**src/include/sadbb_regs.svh**
```systemverilog
// address map, sizes and field positions of the system address decoder
`ifndef SADBB_REGS_SVH
`define SADBB_REGS_SVH
`define SADBB_FLASH_LO    32'h0000_0000
`define SADBB_FLASH_HI    32'h07FF_FFFF
`define SADBB_FLASH_SIZE  32'h0002_0000
`define SADBB_FALIAS_LO   32'h3000_0000
`define SADBB_FALIAS_HI   32'h33FF_FFFF
`define SADBB_SRAML_LO    32'h1C00_0000
`define SADBB_SRAMU_LO    32'h2000_0000
`define SADBB_SRAMU_HI    32'h200F_FFFF
`define SADBB_SRAML_SIZE  32'h0000_4000
`define SADBB_SRAMU_SIZE  32'h0000_4000
`define SADBB_SALIAS_LO   32'h2200_0000
`define SADBB_SALIAS_HI   32'h23FF_FFFF
`define SADBB_PB_LO       32'h4000_0000
`define SADBB_PB_HI       32'h4007_FFFF
`define SADBB_GPIO_LO     32'h400F_F000
`define SADBB_GPIO_HI     32'h400F_FFFF
`define SADBB_PALIAS_LO   32'h4200_0000
`define SADBB_PALIAS_HI   32'h42FF_FFFF
`define SADBB_GALIAS_LO   32'h43FE_0000
`define SADBB_GALIAS_HI   32'h43FF_FFFF
`define SADBB_PPB_LO      32'hE000_0000
`define SADBB_PPB_HI      32'hE00F_FFFF
`define SADBB_BB_SHIFT    5
`define SADBB_WORD_MASK   32'hFFFF_FFFC
`define SADBB_BIT_HI      6
`define SADBB_BIT_LO      2
`define SADBB_RD_ONE      32'h0000_0001
`define SADBB_RD_ZERO     32'h0000_0000
`endif

```
**src/include/sadbb_pkg.sv**
```systemverilog
// types shared by the system address decoder
package sadbb_pkg;
   typedef enum logic [1:0] {
      SADBB_M_CORE  = 2'h0,
      SADBB_M_DEBUG = 2'h1,
      SADBB_M_DMA   = 2'h2,
      SADBB_M_OTHER = 2'h3
   } sadbb_master_e;

   typedef enum logic [2:0] {
      SADBB_T_NONE  = 3'h0,
      SADBB_T_FLASH = 3'h1,
      SADBB_T_SRAM  = 3'h2,
      SADBB_T_PB    = 3'h3,
      SADBB_T_GPIO  = 3'h4,
      SADBB_T_PPB   = 3'h5
   } sadbb_tgt_e;

   typedef struct packed {
      sadbb_master_e master;
      logic          write;
      logic [31:0]   addr;
      logic [31:0]   wdata;
   } sadbb_req_s;

   typedef struct packed {
      logic          err;
      logic [31:0]   rdata;
   } sadbb_rsp_s;

   typedef struct packed {
      sadbb_tgt_e    tgt;
      logic          write;
      logic [31:0]   addr;
      logic [31:0]   wdata;
   } sadbb_slv_s;

   typedef struct packed {
      sadbb_tgt_e    tgt;
      logic          err;
      logic          alias_hit;
      logic [31:0]   addr;
      logic [4:0]    bitn;
   } sadbb_dec_s;
endpackage

```
**src/rtl/sadbb_top.sv**
```systemverilog
// system address decoder with bit-band alias translation
`timescale 1ns/10ps
`include "sadbb_regs.svh"
module sadbb_top (
   input  wire logic                 MCLK,
   input  wire logic                 RST_B,
   input  wire logic                 REQ_VALID,
   input  wire sadbb_pkg::sadbb_req_s REQ,
   output logic                      REQ_READY,
   output logic                      RSP_VALID,
   output sadbb_pkg::sadbb_rsp_s     RSP,
   input  wire logic                 FLASH_CMD_BUSY,
   output logic                      SLV_VALID,
   output logic                      SLV_LOCK,
   output sadbb_pkg::sadbb_slv_s     SLV_REQ,
   input  wire logic                 SLV_ACK,
   input  wire logic                 SLV_ERR,
   input  wire logic [31:0]          SLV_RDATA
);

   // ----------------------------------------
   // state and helpers
   // ----------------------------------------
   typedef enum logic [4:0] {
      ST_IDLE = 5'b00001,
      ST_ACC  = 5'b00010,
      ST_BRD  = 5'b00100,
      ST_BWR  = 5'b01000,
      ST_RSP  = 5'b10000
   } sadbb_state_e;

   sadbb_state_e          state_r, state_nxt;
   sadbb_pkg::sadbb_dec_s dec_r,   dec_nxt;
   sadbb_pkg::sadbb_slv_s slv_r,   slv_nxt;
   sadbb_pkg::sadbb_rsp_s rsp_r,   rsp_nxt;
   logic                  bval_r,  bval_nxt;
   sadbb_pkg::sadbb_dec_s dec_now;

   function automatic logic in_rng(input logic [31:0] a,
                                   input logic [31:0] lo,
                                   input logic [31:0] hi);
      in_rng = (a >= lo) && (a <= hi);
   endfunction

   // each alias word maps to one bit: word = tbase + (offset/32 rounded to a word)
   function automatic logic [31:0] bb_word(input logic [31:0] a,
                                           input logic [31:0] abase,
                                           input logic [31:0] tbase);
      bb_word = tbase + (((a - abase) >> `SADBB_BB_SHIFT) & `SADBB_WORD_MASK);
   endfunction

   function automatic sadbb_pkg::sadbb_dec_s dec_addr(input logic [31:0] a,
                                                      input sadbb_pkg::sadbb_master_e m,
                                                      input logic wr,
                                                      input logic fbusy);
      sadbb_pkg::sadbb_dec_s d;
      logic                  priv;
      logic                  pb_ok;
      logic [31:0]           foff;
      // default answer: reserved space ends in error
      d.tgt       = sadbb_pkg::SADBB_T_NONE;
      d.err       = 1'b1;
      d.alias_hit = 1'b0;
      d.addr      = a;
      d.bitn      = a[`SADBB_BIT_HI:`SADBB_BIT_LO];
      priv  = (m == sadbb_pkg::SADBB_M_CORE) || (m == sadbb_pkg::SADBB_M_DEBUG);
      pb_ok = priv || (m == sadbb_pkg::SADBB_M_DMA);
      foff  = a - `SADBB_FALIAS_LO;
      if (in_rng(a, `SADBB_FLASH_LO, `SADBB_FLASH_HI)) begin
         d.tgt = sadbb_pkg::SADBB_T_FLASH;
         d.err = (a >= `SADBB_FLASH_SIZE) || (!wr && fbusy);
      end else if (in_rng(a, `SADBB_FALIAS_LO, `SADBB_FALIAS_HI) && priv) begin
         d.tgt  = sadbb_pkg::SADBB_T_FLASH;
         d.addr = foff;
         d.err  = (foff >= `SADBB_FLASH_SIZE) || (!wr && fbusy);
      end else if (in_rng(a, `SADBB_SRAML_LO, `SADBB_SRAMU_HI)) begin
         d.tgt = sadbb_pkg::SADBB_T_SRAM;
         d.err = !in_rng(a, `SADBB_SRAMU_LO - `SADBB_SRAML_SIZE,
                         `SADBB_SRAMU_LO + `SADBB_SRAMU_SIZE - 32'h1);
      end else if (in_rng(a, `SADBB_SALIAS_LO, `SADBB_SALIAS_HI) && priv) begin
         d.tgt       = sadbb_pkg::SADBB_T_SRAM;
         d.alias_hit = 1'b1;
         d.addr      = bb_word(a, `SADBB_SALIAS_LO, `SADBB_SRAMU_LO);
         d.err       = d.addr >= (`SADBB_SRAMU_LO + `SADBB_SRAMU_SIZE);
      end else if (in_rng(a, `SADBB_PB_LO, `SADBB_PB_HI) && pb_ok) begin
         d.tgt = sadbb_pkg::SADBB_T_PB;
         d.err = 1'b0;
      end else if (in_rng(a, `SADBB_GPIO_LO, `SADBB_GPIO_HI) && pb_ok) begin
         d.tgt = sadbb_pkg::SADBB_T_GPIO;
         d.err = 1'b0;
      end else if (in_rng(a, `SADBB_PALIAS_LO, `SADBB_PALIAS_HI) && priv) begin
         d.tgt       = sadbb_pkg::SADBB_T_PB;
         d.alias_hit = 1'b1;
         d.addr      = bb_word(a, `SADBB_PALIAS_LO, `SADBB_PB_LO);
         d.err       = 1'b0;
      end else if (in_rng(a, `SADBB_GALIAS_LO, `SADBB_GALIAS_HI) && priv) begin
         d.tgt       = sadbb_pkg::SADBB_T_GPIO;
         d.alias_hit = 1'b1;
         d.addr      = bb_word(a, `SADBB_GALIAS_LO, `SADBB_GPIO_LO);
         d.err       = 1'b0;
      end else if (in_rng(a, `SADBB_PPB_LO, `SADBB_PPB_HI) && priv) begin
         d.tgt = sadbb_pkg::SADBB_T_PPB;
         d.err = 1'b0;
      end
      dec_addr = d;
   endfunction

   // ----------------------------------------
   // transfer sequencer
   // ----------------------------------------
   assign dec_now   = dec_addr(REQ.addr, REQ.master, REQ.write, FLASH_CMD_BUSY);
   assign REQ_READY = (state_r == ST_IDLE);
   assign RSP_VALID = (state_r == ST_RSP);
   assign RSP       = rsp_r;
   assign SLV_REQ   = slv_r;
   assign SLV_VALID = (state_r == ST_ACC) || (state_r == ST_BRD) || (state_r == ST_BWR);
   // lock keeps other masters off the target word between the read and the write
   assign SLV_LOCK  = (state_r == ST_BRD) || (state_r == ST_BWR);

   always_comb begin
      state_nxt = state_r;
      dec_nxt   = dec_r;
      slv_nxt   = slv_r;
      rsp_nxt   = rsp_r;
      bval_nxt  = bval_r;
      case (state_r)
         ST_IDLE: begin
            if (REQ_VALID) begin
               dec_nxt       = dec_now;
               bval_nxt      = REQ.wdata[0];
               slv_nxt.tgt   = dec_now.tgt;
               slv_nxt.addr  = dec_now.addr;
               slv_nxt.write = REQ.write && !dec_now.alias_hit;
               slv_nxt.wdata = REQ.wdata;
               if (dec_now.err) begin
                  rsp_nxt   = '{err: 1'b1, rdata: `SADBB_RD_ZERO};
                  state_nxt = ST_RSP;
               end else if (dec_now.alias_hit) begin
                  state_nxt = ST_BRD;
               end else begin
                  state_nxt = ST_ACC;
               end
               if (dec_now.alias_hit) begin
                  dec_nxt.alias_hit = REQ.write;
               end
            end
         end
         ST_ACC: begin
            if (SLV_ACK) begin
               rsp_nxt   = '{err: SLV_ERR, rdata: SLV_RDATA};
               state_nxt = ST_RSP;
            end
         end
         ST_BRD: begin
            if (SLV_ACK) begin
               if (SLV_ERR || !dec_r.alias_hit) begin
                  rsp_nxt.err   = SLV_ERR;
                  rsp_nxt.rdata = SLV_RDATA[dec_r.bitn] ? `SADBB_RD_ONE
                                                        : `SADBB_RD_ZERO;
                  state_nxt     = ST_RSP;
               end else begin
                  slv_nxt.write = 1'b1;
                  slv_nxt.wdata = SLV_RDATA;
                  slv_nxt.wdata[dec_r.bitn] = bval_r;
                  state_nxt     = ST_BWR;
               end
            end
         end
         ST_BWR: begin
            if (SLV_ACK) begin
               rsp_nxt   = '{err: SLV_ERR, rdata: `SADBB_RD_ZERO};
               state_nxt = ST_RSP;
            end
         end
         ST_RSP: begin
            state_nxt = ST_IDLE;
         end
         default: begin
            state_nxt = ST_IDLE;
         end
      endcase
   end

   always_ff @(posedge MCLK or negedge RST_B) begin
      if (!RST_B) begin
         state_r <= ST_IDLE;
         dec_r   <= '0;
         slv_r   <= '0;
         rsp_r   <= '0;
         bval_r  <= 1'b0;
      end else begin
         state_r <= state_nxt;
         dec_r   <= dec_nxt;
         slv_r   <= slv_nxt;
         rsp_r   <= rsp_nxt;
         bval_r  <= bval_nxt;
      end
   end

endmodule

```
**config.mk**
```make
export PLATFORM = sky130hd
export DESIGN_NAME = sadbb_top
export DESIGN_NICKNAME = d
export VERILOG_FILES = /design/src/include/sadbb_pkg.sv /design/src/rtl/sadbb_top.sv
export VERILOG_INCLUDE_DIRS = /design/src /design/src/include
export SDC_FILE = /design/constraint.sdc
export NUM_CORES = 1
export LEC_CHECK = 0
export ABC_AREA = 1
export BUFFER_PORTS_ARGS = -buffer_cell sky130_fd_sc_hd__buf_2
export CAP_MARGIN = 20
export CORE_MARGIN = 10
export CORE_UTILIZATION = 50
export DETAILED_ROUTE_END_ITERATION = 12
export GPL_TIMING_DRIVEN = 1
export PLACE_DENSITY = 0.76
export SLEW_MARGIN = 20
export SYNTH_ARGS = -nofsm -noshare
export SYNTH_HDL_FRONTEND = slang
export SYNTH_SLANG_ARGS = --single-unit
```
**constraint.sdc**
```tcl
create_clock -name MCLK -period 6.4 [get_ports MCLK]
set_input_delay 0.32 -clock MCLK [delete_from_list [all_inputs] [get_ports MCLK]]
set_output_delay 0.32 -clock MCLK [all_outputs]
set_load 0.02 [all_outputs]
```
### Word-level counts from Yosys, hierarchy flattened

Cells that the tools add are included.

* flip-flop bits (word level): 113
* memories: 0
* output and inout port bits: 105
* RAM bits: 0
* latch bits: 0
* bits in read-only memories: 0
* word-level logic and storage cells: 141

* add/sub/neg operators: 7
* divide/modulo/power cells: 0
* reduce and logical (&&, ||, !) cells: 40
* bitwise operators: 0
* multiplexer cells: 44
* eq/ne operators: 15
* $mul: 0
* $lt $le $gt $ge: 25
* shift-type cells: 0

Operator list (count)
* 33-bit two-way mux: 11
* 33-bit one-hot mux with 4 select lines: 1
* 32-bit by 31-bit greater-or-equal comparator with 1-bit output (second input constant): 4
* 32-bit by 30-bit less-or-equal comparator with 1-bit output (second input constant): 4
* 32-bit by 31-bit less-or-equal comparator with 1-bit output (second input constant): 4
* 32-bit two-way mux: 3
* 37-bit two-way mux: 2
* 65-bit two-way mux: 1
* 31-bit by 27-bit adder with 32-bit output (first input constant): 2
* 32-bit by 18-bit greater-or-equal comparator with 1-bit output (second input constant): 2
* 32-bit by 29-bit greater-or-equal comparator with 1-bit output (second input constant): 2
* 32-bit by 30-bit greater-or-equal comparator with 1-bit output (second input constant): 2
* 32-bit one-hot mux with 2 select lines: 1
* 32-bit by 30-bit subtractor with 32-bit output (second input constant): 2
* 32-bit by 31-bit subtractor with 32-bit output (second input constant): 2
* 32-bit bitwise mux: 1
* 32-bit by 1-bit greater-or-equal comparator with 1-bit output (second input constant): 1
* 32-bit greater-or-equal comparator (second input constant): 1
* 32-bit by 27-bit less-or-equal comparator with 1-bit output (second input constant): 1
* 32-bit less-or-equal comparator (second input constant): 1
* 30-bit by 27-bit adder with 31-bit output (first input constant): 1
* 31-bit by 30-bit greater-or-equal comparator with 1-bit output (second input constant): 1
* 4-bit two-way mux: 7
* 5-bit two-way mux: 5
* other kinds (28): 69

### Longest topological paths before layout

Gate-level depths: netlist (run 1).

* depth in word-level cells: 16
* gate-level depth with buffers: 20

### Worst setup path after synthesis (run 1)

Ideal clock, no wire load.

* path kind: input port to flip-flop
* start point: input REQ[49] in the netlist's numbering
* end point: register slv_r, in the netlist SLV_REQ[57]
* setup slack: 3.935 ns
* buffers on the path: 1
* setup time: 0.128 ns
* data arrival time: 2.337 ns
* stages: 15
* cells stage by stage: clkbuf_2 -> inv_1 -> ha_1 -> or2_2 -> nor2_1 -> nand2_1 -> nor2_1 -> nand3_1 -> or2_2 -> nand3_1 -> nor2_1 -> o21ai_0 -> o21ai_0 -> nand2_1 -> a21boi_0

* longest elaborated chain between the ends: 11
* elaborated cells on any way between the ends: 45
* classes of those cells: add/sub: 7; order compare: 16; mux: 8; reduce/logical: 14

Ends and longest elaborated chain
* start: declaration: RTL line sadbb_top.sv:8 `input wire sadbb_pkg::sadbb_req_s REQ,`
* parallel branches: the longest is 10 deep, another holds 32-bit by 31-bit subtractor with 32-bit output
* 33-bit two-way mux (*): RTL line sadbb_top.sv:69 `` if (in_rng(a, `SADBB_FLASH_LO, `SADBB_FLASH_HI)) begin ``
* end signal: assignment: RTL line sadbb_top.sv:194 `slv_r <= slv_nxt;`
* end: declaration: RTL line sadbb_top.sv:34 `sadbb_pkg::sadbb_slv_s slv_r, slv_nxt;`

Every way passes the cells marked *.
A chain may end at the register's enable or synchronous reset.

### Worst setup path after layout (run 1)

* start point: register state_r[3]
* end point: register slv_r, in the netlist SLV_REQ[47]

* longest elaborated chain between the ends: 2

Ends and longest elaborated chain
* start: declaration: RTL line sadbb_top.sv:32 `sadbb_state_e state_r, state_nxt;`
* start signal: assignment: RTL line sadbb_top.sv:192 `state_r <= state_nxt;`
* 5-bit by 1-bit equality test with 1-bit output: RTL line sadbb_top.sv:126 `case (state_r)`
* 2-bit AND reduction (no source line)

No other way between the ends.

==> results of run 1 <==
-- power groups by stage --
stage | clock [µW] | sequential, µW | combinational (µW)
2_1_floorplan | 0 | 1460 | 1060
6_report | 1130 | 1190 | 1980
4_1_cts | 1140 | 1180 | 1960
5_1_grt | 1160 | 1220 | 2170
3_5_place_dp | 0 | 1190 | 1950
3_3_place_gp | 0 | 1180 | 1910
-- cell type report --
cell class / count / area (µm²) / area share [%]
Multi-Input combinational cell: 873 / 4400 / 45.11
Sequential cell: 113 / 2829 / 29.00
Timing Repair Buffer: 217 / 1119 / 11.47
Clock buffer: 20 / 466.7 / 4.785
Inverter: 117 / 441.7 / 4.528
Tap cell: 216 / 270.3 / 2.771
Clock inverter: 12 / 227.7 / 2.335
-- final timing paths --
kind / from / to
max: state_r[3]$_DFFE_PN0P_ / SLV_REQ[47]$_DFFE_PN0P_
min: SLV_ACK / state_r[1]$_DFFE_PN0P_
max reg2reg: state_r[3]$_DFFE_PN0P_ / SLV_REQ[47]$_DFFE_PN0P_
min reg2reg: RSP[13]$_DFFE_PN0P_ / RSP[13]$_DFFE_PN0P_
max in group asynchronous: RST_B / dec_r[2]$_DFFE_PN0P_
min in group asynchronous: RST_B / SLV_REQ[37]$_DFFE_PN0P_
-- per-layer routing --
metal / wire [µm] / GRT usage (%) / part of all wire (%) / vias to the layer above
li1: - / - / - / 4273
met1: 12130 / 34.29 / 39 / 4222
met2: 15080 / 47.58 / 49 / 482
met3: 2512 / 5.841 / 8.1 / 82
met4: 1283 / 12.76 / 4.1 / 0
met5: 0 / 0 / 0 / -
-- registers in the layout, indices dropped and copies added (netlist names) --
register and flops:
bval_r 1, RSP 33, state_r 5, SLV_REQ 68
dec_r 6
-- stage by stage --
stage,area [µm²],instances,worst slack (ps)
finish,9754,1568,3104
global route,9754,1568,2857
CTS,9739,1567,3014
detailed placement,9035,1534,2923
global placement,9035,1534,2927
floorplan,7951,1163,3935
-- worst register-to-register path, cell delays in order (launching register included) --
cell and delay [ps]:
dfrtp_1 420, nor2_1 160, inv_1 100, nor4_4 350
inv_1 110, or2_2 310, nand2_1 120, inv_1 60
nand3_1 110, nor2_2 40, buf_4 270, inv_2 700
a21oi_1 220, o21ai_0 150, nand2_1 70
-- layout by cell type, fill, tap and decap left out, types with 13 or more instances in the layout --
cell type / synthesis / final
dfrtp_1: 112 / 112
nand2_1: 275 / 275
buf_2: 11 / 208
o311ai_0: 29 / 29
nand3_1: 114 / 114
clkbuf_16: 0 / 17
inv_1: 103 / 102
nor2_1: 152 / 151
a31oi_1: 33 / 33
nor3_1: 16 / 16
nand4_1: 16 / 16
o21ai_0: 87 / 87
a21oi_1: 33 / 33
o21ai_1: 13 / 13
o22ai_1: 20 / 20
-- logic make-up after synthesis --
kind of cell	count (synthesis)
AND/OR/NAND/NOR	610
AO/OA/AOI/OAI	237
buffers and inverters	177
flip-flops	113
XOR/XNOR	14
adder cells (fa/ha/maj)	12
==> flow_metrics.py, run 1 <==
metrics = {
    "status": {
        "run_status": "complete, no violations",
    },
    "placed_design": {
        "dp_hpwl_mm": 23.31,
        "io_buffers": 209,
        "gp_congestion": 0.9798,
    },
    "clock_network": {
        "holdBufCountCts": 1,
        "clk_latency_ps": 420,
        "clockBufferDepth": 2,
        "htree_levels": 4,
        "cts_root_buffer": "clkbuf_16",
        "numCtsBuffers": 17,
        "clock-sinks": 113,
        "cts_tree": "done",
        "clk_pin_slew_worst_paths_ps": 60,
        "post_cts_resized": 0,
        "cts_setup_buffers": 0,
    },
    "synth": {
        "synthCells": 1163,
        "synth-seq-cells": 113,
        "syn_area_per_cell_um2": 6.837,
        "yosysTopAreaCellShare_pct": 35.25,
        "yosys-top-cells-area": "dfrtp_1, nand2_1, nand3_1",
        "synth-compound-area-share_pct": 18.00,
        "synth-edff-count": 0,
        "synth-xor-area-share_pct": 1.542,
        "yosysMostFrequentCell": "nand2_1",
        "synthFlopType": "dfrtp_1",
        "yosysTopAreaCell": "dfrtp_1",
        "synth_nets": 1280,
        "ys_seq_area_share_pct": 35.58,
        "synth_top_family_by_area": "simple AND/OR/NAND/NOR gates",
        "synthMuxAreaShare_pct": 0,
        "yosysWarnings": 0,
        "netlist_area_mm2": 0.007951,
        "ys_top_cells_by_count": "nand2_1, nor2_1, nand3_1, dfrtp_1, inv_1",
        "yosys.area_share.simple_pct": 33.80,
        "synthArstFlopShare_pct": 100.0,
        "ys_types": 49,
        "synthAdderAreaFrac_pct": 1.888,
    },
    "drt": {
        "firstDrtPassIters": 6,
        "vias": 9059,
        "ant_nets": 0,
        "drt_iter0_drc": 1119,
        "wl_per_cell_um": 19.77,
        "avgViaCountPerCell": 5.777,
        "drcViolationCount": 0,
        "routed_wl_mm": 31.01,
    },
    "pwr": {
        "ir_worst_vdd_uv": 334.4,
        "seq_power_share_pct": 27.7,
        "pwr-share-clk_pct": 26.3,
        "p_total_uw": 4289,
        "power_density_mw_per_mm2": 439.7,
        "combPwrFrac_pct": 46.1,
        "p_int_uw": 2346,
        "switching_share_pct": 45.31,
        "power.switching_uw": 1944,
        "p_leak_uw": 0.004989,
    },
    "worst_setup_path": {
        "worst_setup_path_start_kind": "flip-flop",
        "cp_max_fo": 45,
        "crit_path_end_kind": "flip-flop",
        "rrSetupSlack_ps": 3100,
        "path_cells": "nor2_1 > inv_1 > nor4_4 > inv_1 > or2_2 > nand2_1 > inv_1 > nand3_1 > nor2_2 > buf_4 > inv_2 > a21oi_1 > o21ai_0 > nand2_1",
        "cp.buffers_inverters": 5,
        "max_stage_delay_ps": 690,
        "reg2reg_depth": 14,
        "cp.arrival_ps": 3600,
        "timing.critical_path.depth": 14,
        "path_delay_family": "buffers and inverters",
        "worstPathRequired_ps": 6710,
        "crit_slowest_cell": "inv_2",
        "cpMostUsedCell": "inv_1",
        "path_class": "reg -> reg",
    },
    "sta": {
        "rsz0062_at_grt": "false",
        "setup_violations": 0,
        "hold_ws_ps": 143.6,
        "tightest_slew_ps": 1113,
        "fmax_mhz": 303.4,
        "fin_skew_ps": 8.726,
        "slew_headroom_pct": 24.87,
        "slew_violations": 0,
        "fin_tns_setup_ps": 0,
        "hold_viol": 0,
        "fin_crit_ps": 3296,
        "period_share_pct": 51.51,
    },
    "finish": {
        "n_fill_cell": 1508,
        "utilization_pct": 62.08,
        "nets": 1456,
        "drive_gt1_share_pct": 22.04,
        "antenna_cells": 0,
        "area_growth_pct": 22.68,
    },
    "global_routing": {
        "grt_pass1_vias": 8692,
        "overflow": 0,
        "grt_antenna_before_repair": 0,
        "track_usage_pct": 28.32,
        "grt_pass1_wl_mm": 49.06,
        "grt_max_degree": 66,
    },
    "hold_path": {
        "hp-class": "in -> reg",
        "hold_depth": 2,
    },
    "floorplanning": {
        "row_count": 46,
        "die_x_um": 146.1,
        "die-area_mm2": 0.02135,
        "start_util_pct": 50.61,
        "io_pins": 210,
        "die_y_um": 146.1,
        "coreArea_mm2": 0.01571,
    },
    "run": {
        "drv_cap": 0,
    },
}
Power figures use the tool's default switching activity.
==> run 2, diff against run 1 <==
==> constraint.sdc (replaced) <==
create_clock -name MCLK -period 3.26 [get_ports MCLK]
set_input_delay 0.163 -clock MCLK [delete_from_list [all_inputs] [get_ports MCLK]]
set_output_delay 0.163 -clock MCLK [all_outputs]
set_load 0.02 [all_outputs]
==> flow_metrics.py, run 2 (synthesis gave the netlist of run 1 again) <==
metrics = {
    "status": {
        "run_status": "complete, no violations",
    },
    "global_routing": {
        "grt_pass1_wl_mm": 47.47,
        "overflow": 0,
        "grt_pass1_vias": 8606,
        "track_usage_pct": 27.43,
        "grt_max_degree": 73,
        "grt_antenna_before_repair": 0,
    },
    "pwr": {
        "p_leak_uw": 0.004982,
        "ir_worst_vdd_uv": 508.4,
        "power_density_mw_per_mm2": 830.1,
    },
    "worst_setup_path": {
        "path_class": "in -> reg",
        "worst_setup_path_start_kind": "input port",
        "r2r_start": "state_r[3]$_DFFE_PN0P_",
        "cp_max_fo": 34,
        "crit_path_end_kind": "flip-flop",
        "worstSetupStartpoint": "REQ[61]",
        "cp.arrival_ps": 2910,
        "worstPathRequired_ps": 3620,
    },
    "sta": {
        "slew_headroom_pct": 31.51,
        "fin_tns_setup_ps": 0,
        "rsz0062_at_grt": "false",
        "fmax_mhz": 393.5,
        "fin_skew_ps": 10.90,
        "period_share_pct": 77.95,
        "setup_violations": 0,
        "fin_crit_ps": 2541,
        "hold_viol": 0,
        "tightest_slew_ps": 1026,
        "slew_violations": 0,
    },
    "finish": {
        "fin_area_mm2": 0.009734,
        "layout_common_cells": "nand2_1, buf_2, nor2_1",
        "largest_register_ffs": 68,
        "antenna_cells": 0,
        "drive_gt1_share_pct": 22.47,
        "area_growth_pct": 22.42,
        "final_common_cell": "nand2_1",
        "nets": 1466,
    },
    "drt": {
        "avgViaCountPerCell": 5.711,
        "ant_nets": 0,
        "firstDrtPassIters": 6,
        "drcViolationCount": 0,
        "vias": 9012,
        "drt_iter0_drc": 1154,
        "routed_wl_mm": 30.26,
        "wl_per_cell_um": 19.17,
    },
    "clock_network": {
        "htree_levels": 4,
        "cts_root_buffer": "clkbuf_16",
        "cts_setup_buffers": 0,
        "clock-sinks": 113,
        "numCtsBuffers": 17,
        "post_cts_resized": 0,
        "clockBufferDepth": 2,
        "cts_tree": "done",
        "clk_pin_slew_worst_paths_ps": 60,
        "clk_latency_ps": 420,
    },
    "run": {
        "drv_cap": 0,
    },
    "hold_path": {
        "hp-class": "in -> reg",
        "hold_start": "REQ[19]",
    },
    "floorplanning": {
        "io_pins": 210,
        "die-area_mm2": 0.02135,
        "row_count": 46,
        "coreArea_mm2": 0.01571,
        "start_util_pct": 50.61,
        "die_y_um": 146.1,
        "die_x_um": 146.1,
    },
    "placed_design": {
        "io_buffers": 209,
        "gp_congestion": 0.9948,
        "dpl-instance-area_mm2": 0.009135,
        "dp_hpwl_mm": 23.06,
    },
}
## run 2: cell types whose count changed in the layout (fill, tap and decap cells not counted)
cell / previous run / this run
clkbuf_1: 0 / 1
buf_8: 1 / 0
clkinv_4: 3 / 1
dlygate4sd3_1: 1 / 2
inv_6: 1 / 2
buf_12: 0 / 2
clkbuf_8: 3 / 1
clkinvlp_4: 1 / 4
bufinv_16: 6 / 2
buf_4: 7 / 15
clkinv_2: 1 / 4
## run 2: what timing repair did
item | 4_1_cts | 5_1_grt
hold endpoints to repair | 71 | 0
hold buffers | 2 | 0
setup endpoints to repair | 0 | 0
## run 2: worst paths after layout
check / to / slack, ps / depth (start not counted)
max: RSP[17]$_DFFE_PN0P_ / 720 / 17
min: SLV_REQ[19]$_DFFE_PN0P_ / 20 / 3
max reg2reg: SLV_REQ[55]$_DFFE_PN0P_ / 760 / 13
min reg2reg: RSP[3]$_DFFE_PN0P_ / 470 / 2
max in group asynchronous: SLV_REQ[52]$_DFFE_PN0P_ / 2040 / 3
min in group asynchronous: SLV_REQ[41]$_DFFE_PN0P_ / 440 / 2
## run 2: layer usage
metal  up-vias  wire length (µm)  GRT usage [%]
li1       4289                 -              -
met1      4177             12220          34.33
met2       474             14460          44.52
met3        72              2630          6.582
met4         0               955          11.31
met5         -                 0              0
## run 2: per-stage QoR
step	utilization [%]	hold slack (ps)	cells	power [µW]	setup WS [ps]
finish	61.95	18.48	1578	8081	718.9
global route	61.95	18.80	1578	8590	482.9
CTS	61.95	7.456	1578	8078	762.2
detailed placement	58.14	374.2	1544	6212	382.7
global placement	58.14	357.5	1544	6133	468.5
floorplan	-	-132.6	1163	4937	897.5
## run 2: power breakdown
group	switching, µW	internal (µW)	total (µW)	leakage, µW
Clock	719	1140	1860	0.000276
Combinational	2720	1170	3900	0.00329
Sequential	351	1970	2320	0.00142
Total	3790	4290	8080	0.00498
## run 2: critical path, stage by stage
cell	delay, ps
buf_2	160
inv_1	200
ha_1	180
inv_1	70
a21oi_1	340
o21ai_0	230
o21ai_1	240
nand3_2	220
nand2_1	120
nor2_1	40
nand2_1	80
nand2_1	60
nand2_2	100
nand3_4	150
nand2_4	340
nand2_1	110
nand2_1	70
## run 2: cell type report
class,instances,area [µm²]
Sequential cell,113,2829
Tap cell,216,270.3
Clock buffer,19,442.9
Timing Repair Buffer,227,1214
Clock inverter,13,136.4
Fill cell,1495,5978
Multi-Input combinational cell,873,4400
Inverter,117,441.7
==> run 3, diff against run 2 <==
==> constraint.sdc (replaced) <==
create_clock -name MCLK -period 2.6 [get_ports MCLK]
set_input_delay 0.13 -clock MCLK [delete_from_list [all_inputs] [get_ports MCLK]]
set_output_delay 0.13 -clock MCLK [all_outputs]
set_load 0.02 [all_outputs]
==> flow_metrics.py, run 3 (synthesis gave the netlist of run 1 again) <==
metrics = {
    "status": {
        "run_status": "complete, no violations",
    },
    "finish": {
        "drive_gt1_share_pct": 25.88,
        "utilization_pct": 67.20,
        "largest_register_ffs": 68,
        "layout_common_cells": "nand2_1, buf_2, nor2_1",
        "final_common_cell": "nand2_1",
        "nets": 1557,
        "area_growth_pct": 32.79,
    },
    "worst_setup_path": {
        "timing.critical_path.depth": 19,
        "rrSetupSlack_ps": 290,
        "r2r_start": "state_r[0]$_DFFE_PN1P_",
        "path_class": "in -> reg",
        "path_delay_family": "simple AND/OR/NAND/NOR gates",
        "max_stage_delay_ps": 530,
        "critPathCapture": "RSP[17]$_DFFE_PN0P_",
        "worstSetupStartpoint": "REQ[33]",
        "cp.arrival_ps": 2780,
        "cp.buffers_inverters": 4,
        "crit_slowest_cell": "dlygate4sd3_1",
        "path_cells": "dlygate4sd3_1 > buf_2 > nor3_1 > nand2_1 > nor2_1 > buf_4 > nand2_1 > nand2_1 > nand2_1 > nor2_2 > buf_4 > nor2_4 > nand2_1 > nand2_1 > nand2_2 > nand3_4 > nand2_4 > nand2_1 > nand2_1",
        "r2r-end": "SLV_REQ[54]$_DFFE_PN0P_",
        "crit_path_end_kind": "flip-flop",
        "worst_setup_path_start_kind": "input port",
        "cpMostUsedCell": "nand2_1",
        "reg2reg_depth": 12,
        "worstPathRequired_ps": 2960,
        "cp_max_fo": 34,
    },
    "run": {
        "drv_cap": 0,
    },
    "global_routing": {
        "track_usage_pct": 28.62,
        "grt_max_degree": 69,
        "grt_antenna_before_repair": 2,
        "grt_pass1_wl_mm": 49.44,
        "overflow": 0,
        "grt_pass1_vias": 8974,
    },
    "clock_network": {
        "numCtsBuffers": 17,
        "clk_pin_slew_worst_paths_ps": 60,
        "clock-sinks": 113,
        "cts_setup_buffers": 0,
        "cts_root_buffer": "clkbuf_16",
        "clk_latency_ps": 430,
        "htree_levels": 4,
        "cts_tree": "done",
        "clockBufferDepth": 2,
    },
    "hold_path": {
        "hp-class": "in -> reg",
    },
    "drt": {
        "vias": 9425,
        "routed_wl_mm": 31.73,
        "firstDrtPassIters": 6,
        "drt_iter0_drc": 1158,
        "drcViolationCount": 0,
        "ant_nets": 0,
        "wl_per_cell_um": 18.99,
        "avgViaCountPerCell": 5.640,
    },
    "placed_design": {
        "place_ws_ps": 149.7,
        "gp_congestion": 0.9858,
        "io_buffers": 209,
        "dp_hpwl_mm": 24.47,
    },
    "pwr": {
        "pwr-share-clk_pct": 23.3,
        "p_int_uw": 5752,
        "power_density_mw_per_mm2": 1006,
        "power.switching_uw": 4868,
        "switching_share_pct": 45.84,
        "seq_power_share_pct": 27.6,
        "p_leak_uw": 0.005434,
        "p_total_uw": 10620,
        "combPwrFrac_pct": 49.1,
        "ir_worst_vdd_uv": 565.8,
    },
    "sta": {
        "rsz0062_at_grt": "false",
        "slew_violations": 0,
        "slew_headroom_pct": 48.48,
        "hold_viol": 0,
        "tightest_slew_ps": 763.2,
        "setup_violations": 0,
        "period_share_pct": 93.13,
        "fmax_mhz": 413.0,
        "finalWorstSetupSlack_ps": 178.5,
        "fin_crit_ps": 2421,
        "fin_tns_setup_ps": 0,
        "fin_skew_ps": 8.031,
    },
    "floorplanning": {
        "start_util_pct": 50.61,
        "io_pins": 210,
        "die_y_um": 146.1,
        "row_count": 46,
        "die-area_mm2": 0.02135,
        "coreArea_mm2": 0.01571,
        "die_x_um": 146.1,
    },
}
-- run 3: repair_timing --
action / in CTS / in global routing
resized for setup: 0 / 0
hold buffers: 23 / 0
endpoints found under the hold margin: 67 / 0
-- run 3: layer usage --
layer / wire, µm / GRT usage (%) / vias up
li1: - / - / 4478
met1: 12610 / 34.58 / 4375
met2: 15310 / 47.76 / 473
met3: 2382 / 5.562 / 99
met4: 1424 / 14.31 / 0
met5: 0 / 0 / -
-- run 3: power by group through the flow --
| stage | combinational [µW] | sequential [µW] | clock (µW) |
|---|---|---|---|
| 6_report | 5210 | 2940 | 2470 |
| 5_1_grt | 5720 | 3010 | 2560 |
| 4_1_cts | 5210 | 2920 | 2480 |
| 3_5_place_dp | 5170 | 2930 | 0 |
| 3_3_place_gp | 5080 | 2910 | 0 |
| 2_1_floorplan | 2600 | 3590 | 0 |
-- run 3: final cells by class --
class / instances / area, µm²
Fill cell: 1446 / 5154
Clock inverter: 12 / 156.4
Clock buffer: 20 / 456.7
Inverter: 117 / 441.7
Multi-Input combinational cell: 873 / 4400
Sequential cell: 113 / 2829
Timing Repair Buffer: 318 / 1999
Antenna cell: 2 / 5.005
Tap cell: 216 / 270.3
-- run 3: worst min-delay path: cells and delay by family --
family / cells / cell delay [ps]
AOI/OAI and AO/OA: 1 / 60
buffers and inverters: 1 / 130
and+or+nand+nor: 1 / 60
-- run 3: worst min-delay path by stage --
stage	from	end	slack, ps	cells after the start
after global routing	REQ[7]	SLV_REQ[7]$_DFFE_PN0P_	3	3
after global placement	RST_B	state_r[3]$_DFFE_PN0P_	160	1
after detailed placement	RST_B	state_r[2]$_DFFE_PN0P_	160	1
after CTS	REQ[21]	SLV_REQ[21]$_DFFE_PN0P_	0.8	3
after floorplan	RST_B	RSP[0]$_DFFE_PN0P_	-170	0
final	REQ[37]	dec_r[3]$_DFFE_PN0P_	5	3
-- run 3: metrics by stage --
step | instance area [µm²] | cells | hold slack, ps
6_report | 10560 | 1671 | 4.550
5_1_grt | 10560 | 1671 | 2.587
4_1_cts | 10550 | 1669 | 0.8231
3_5_place_dp | 9711 | 1614 | 163.5
3_3_place_gp | 9711 | 1614 | 164.2
2_1_floorplan | 7951 | 1163 | -165.6
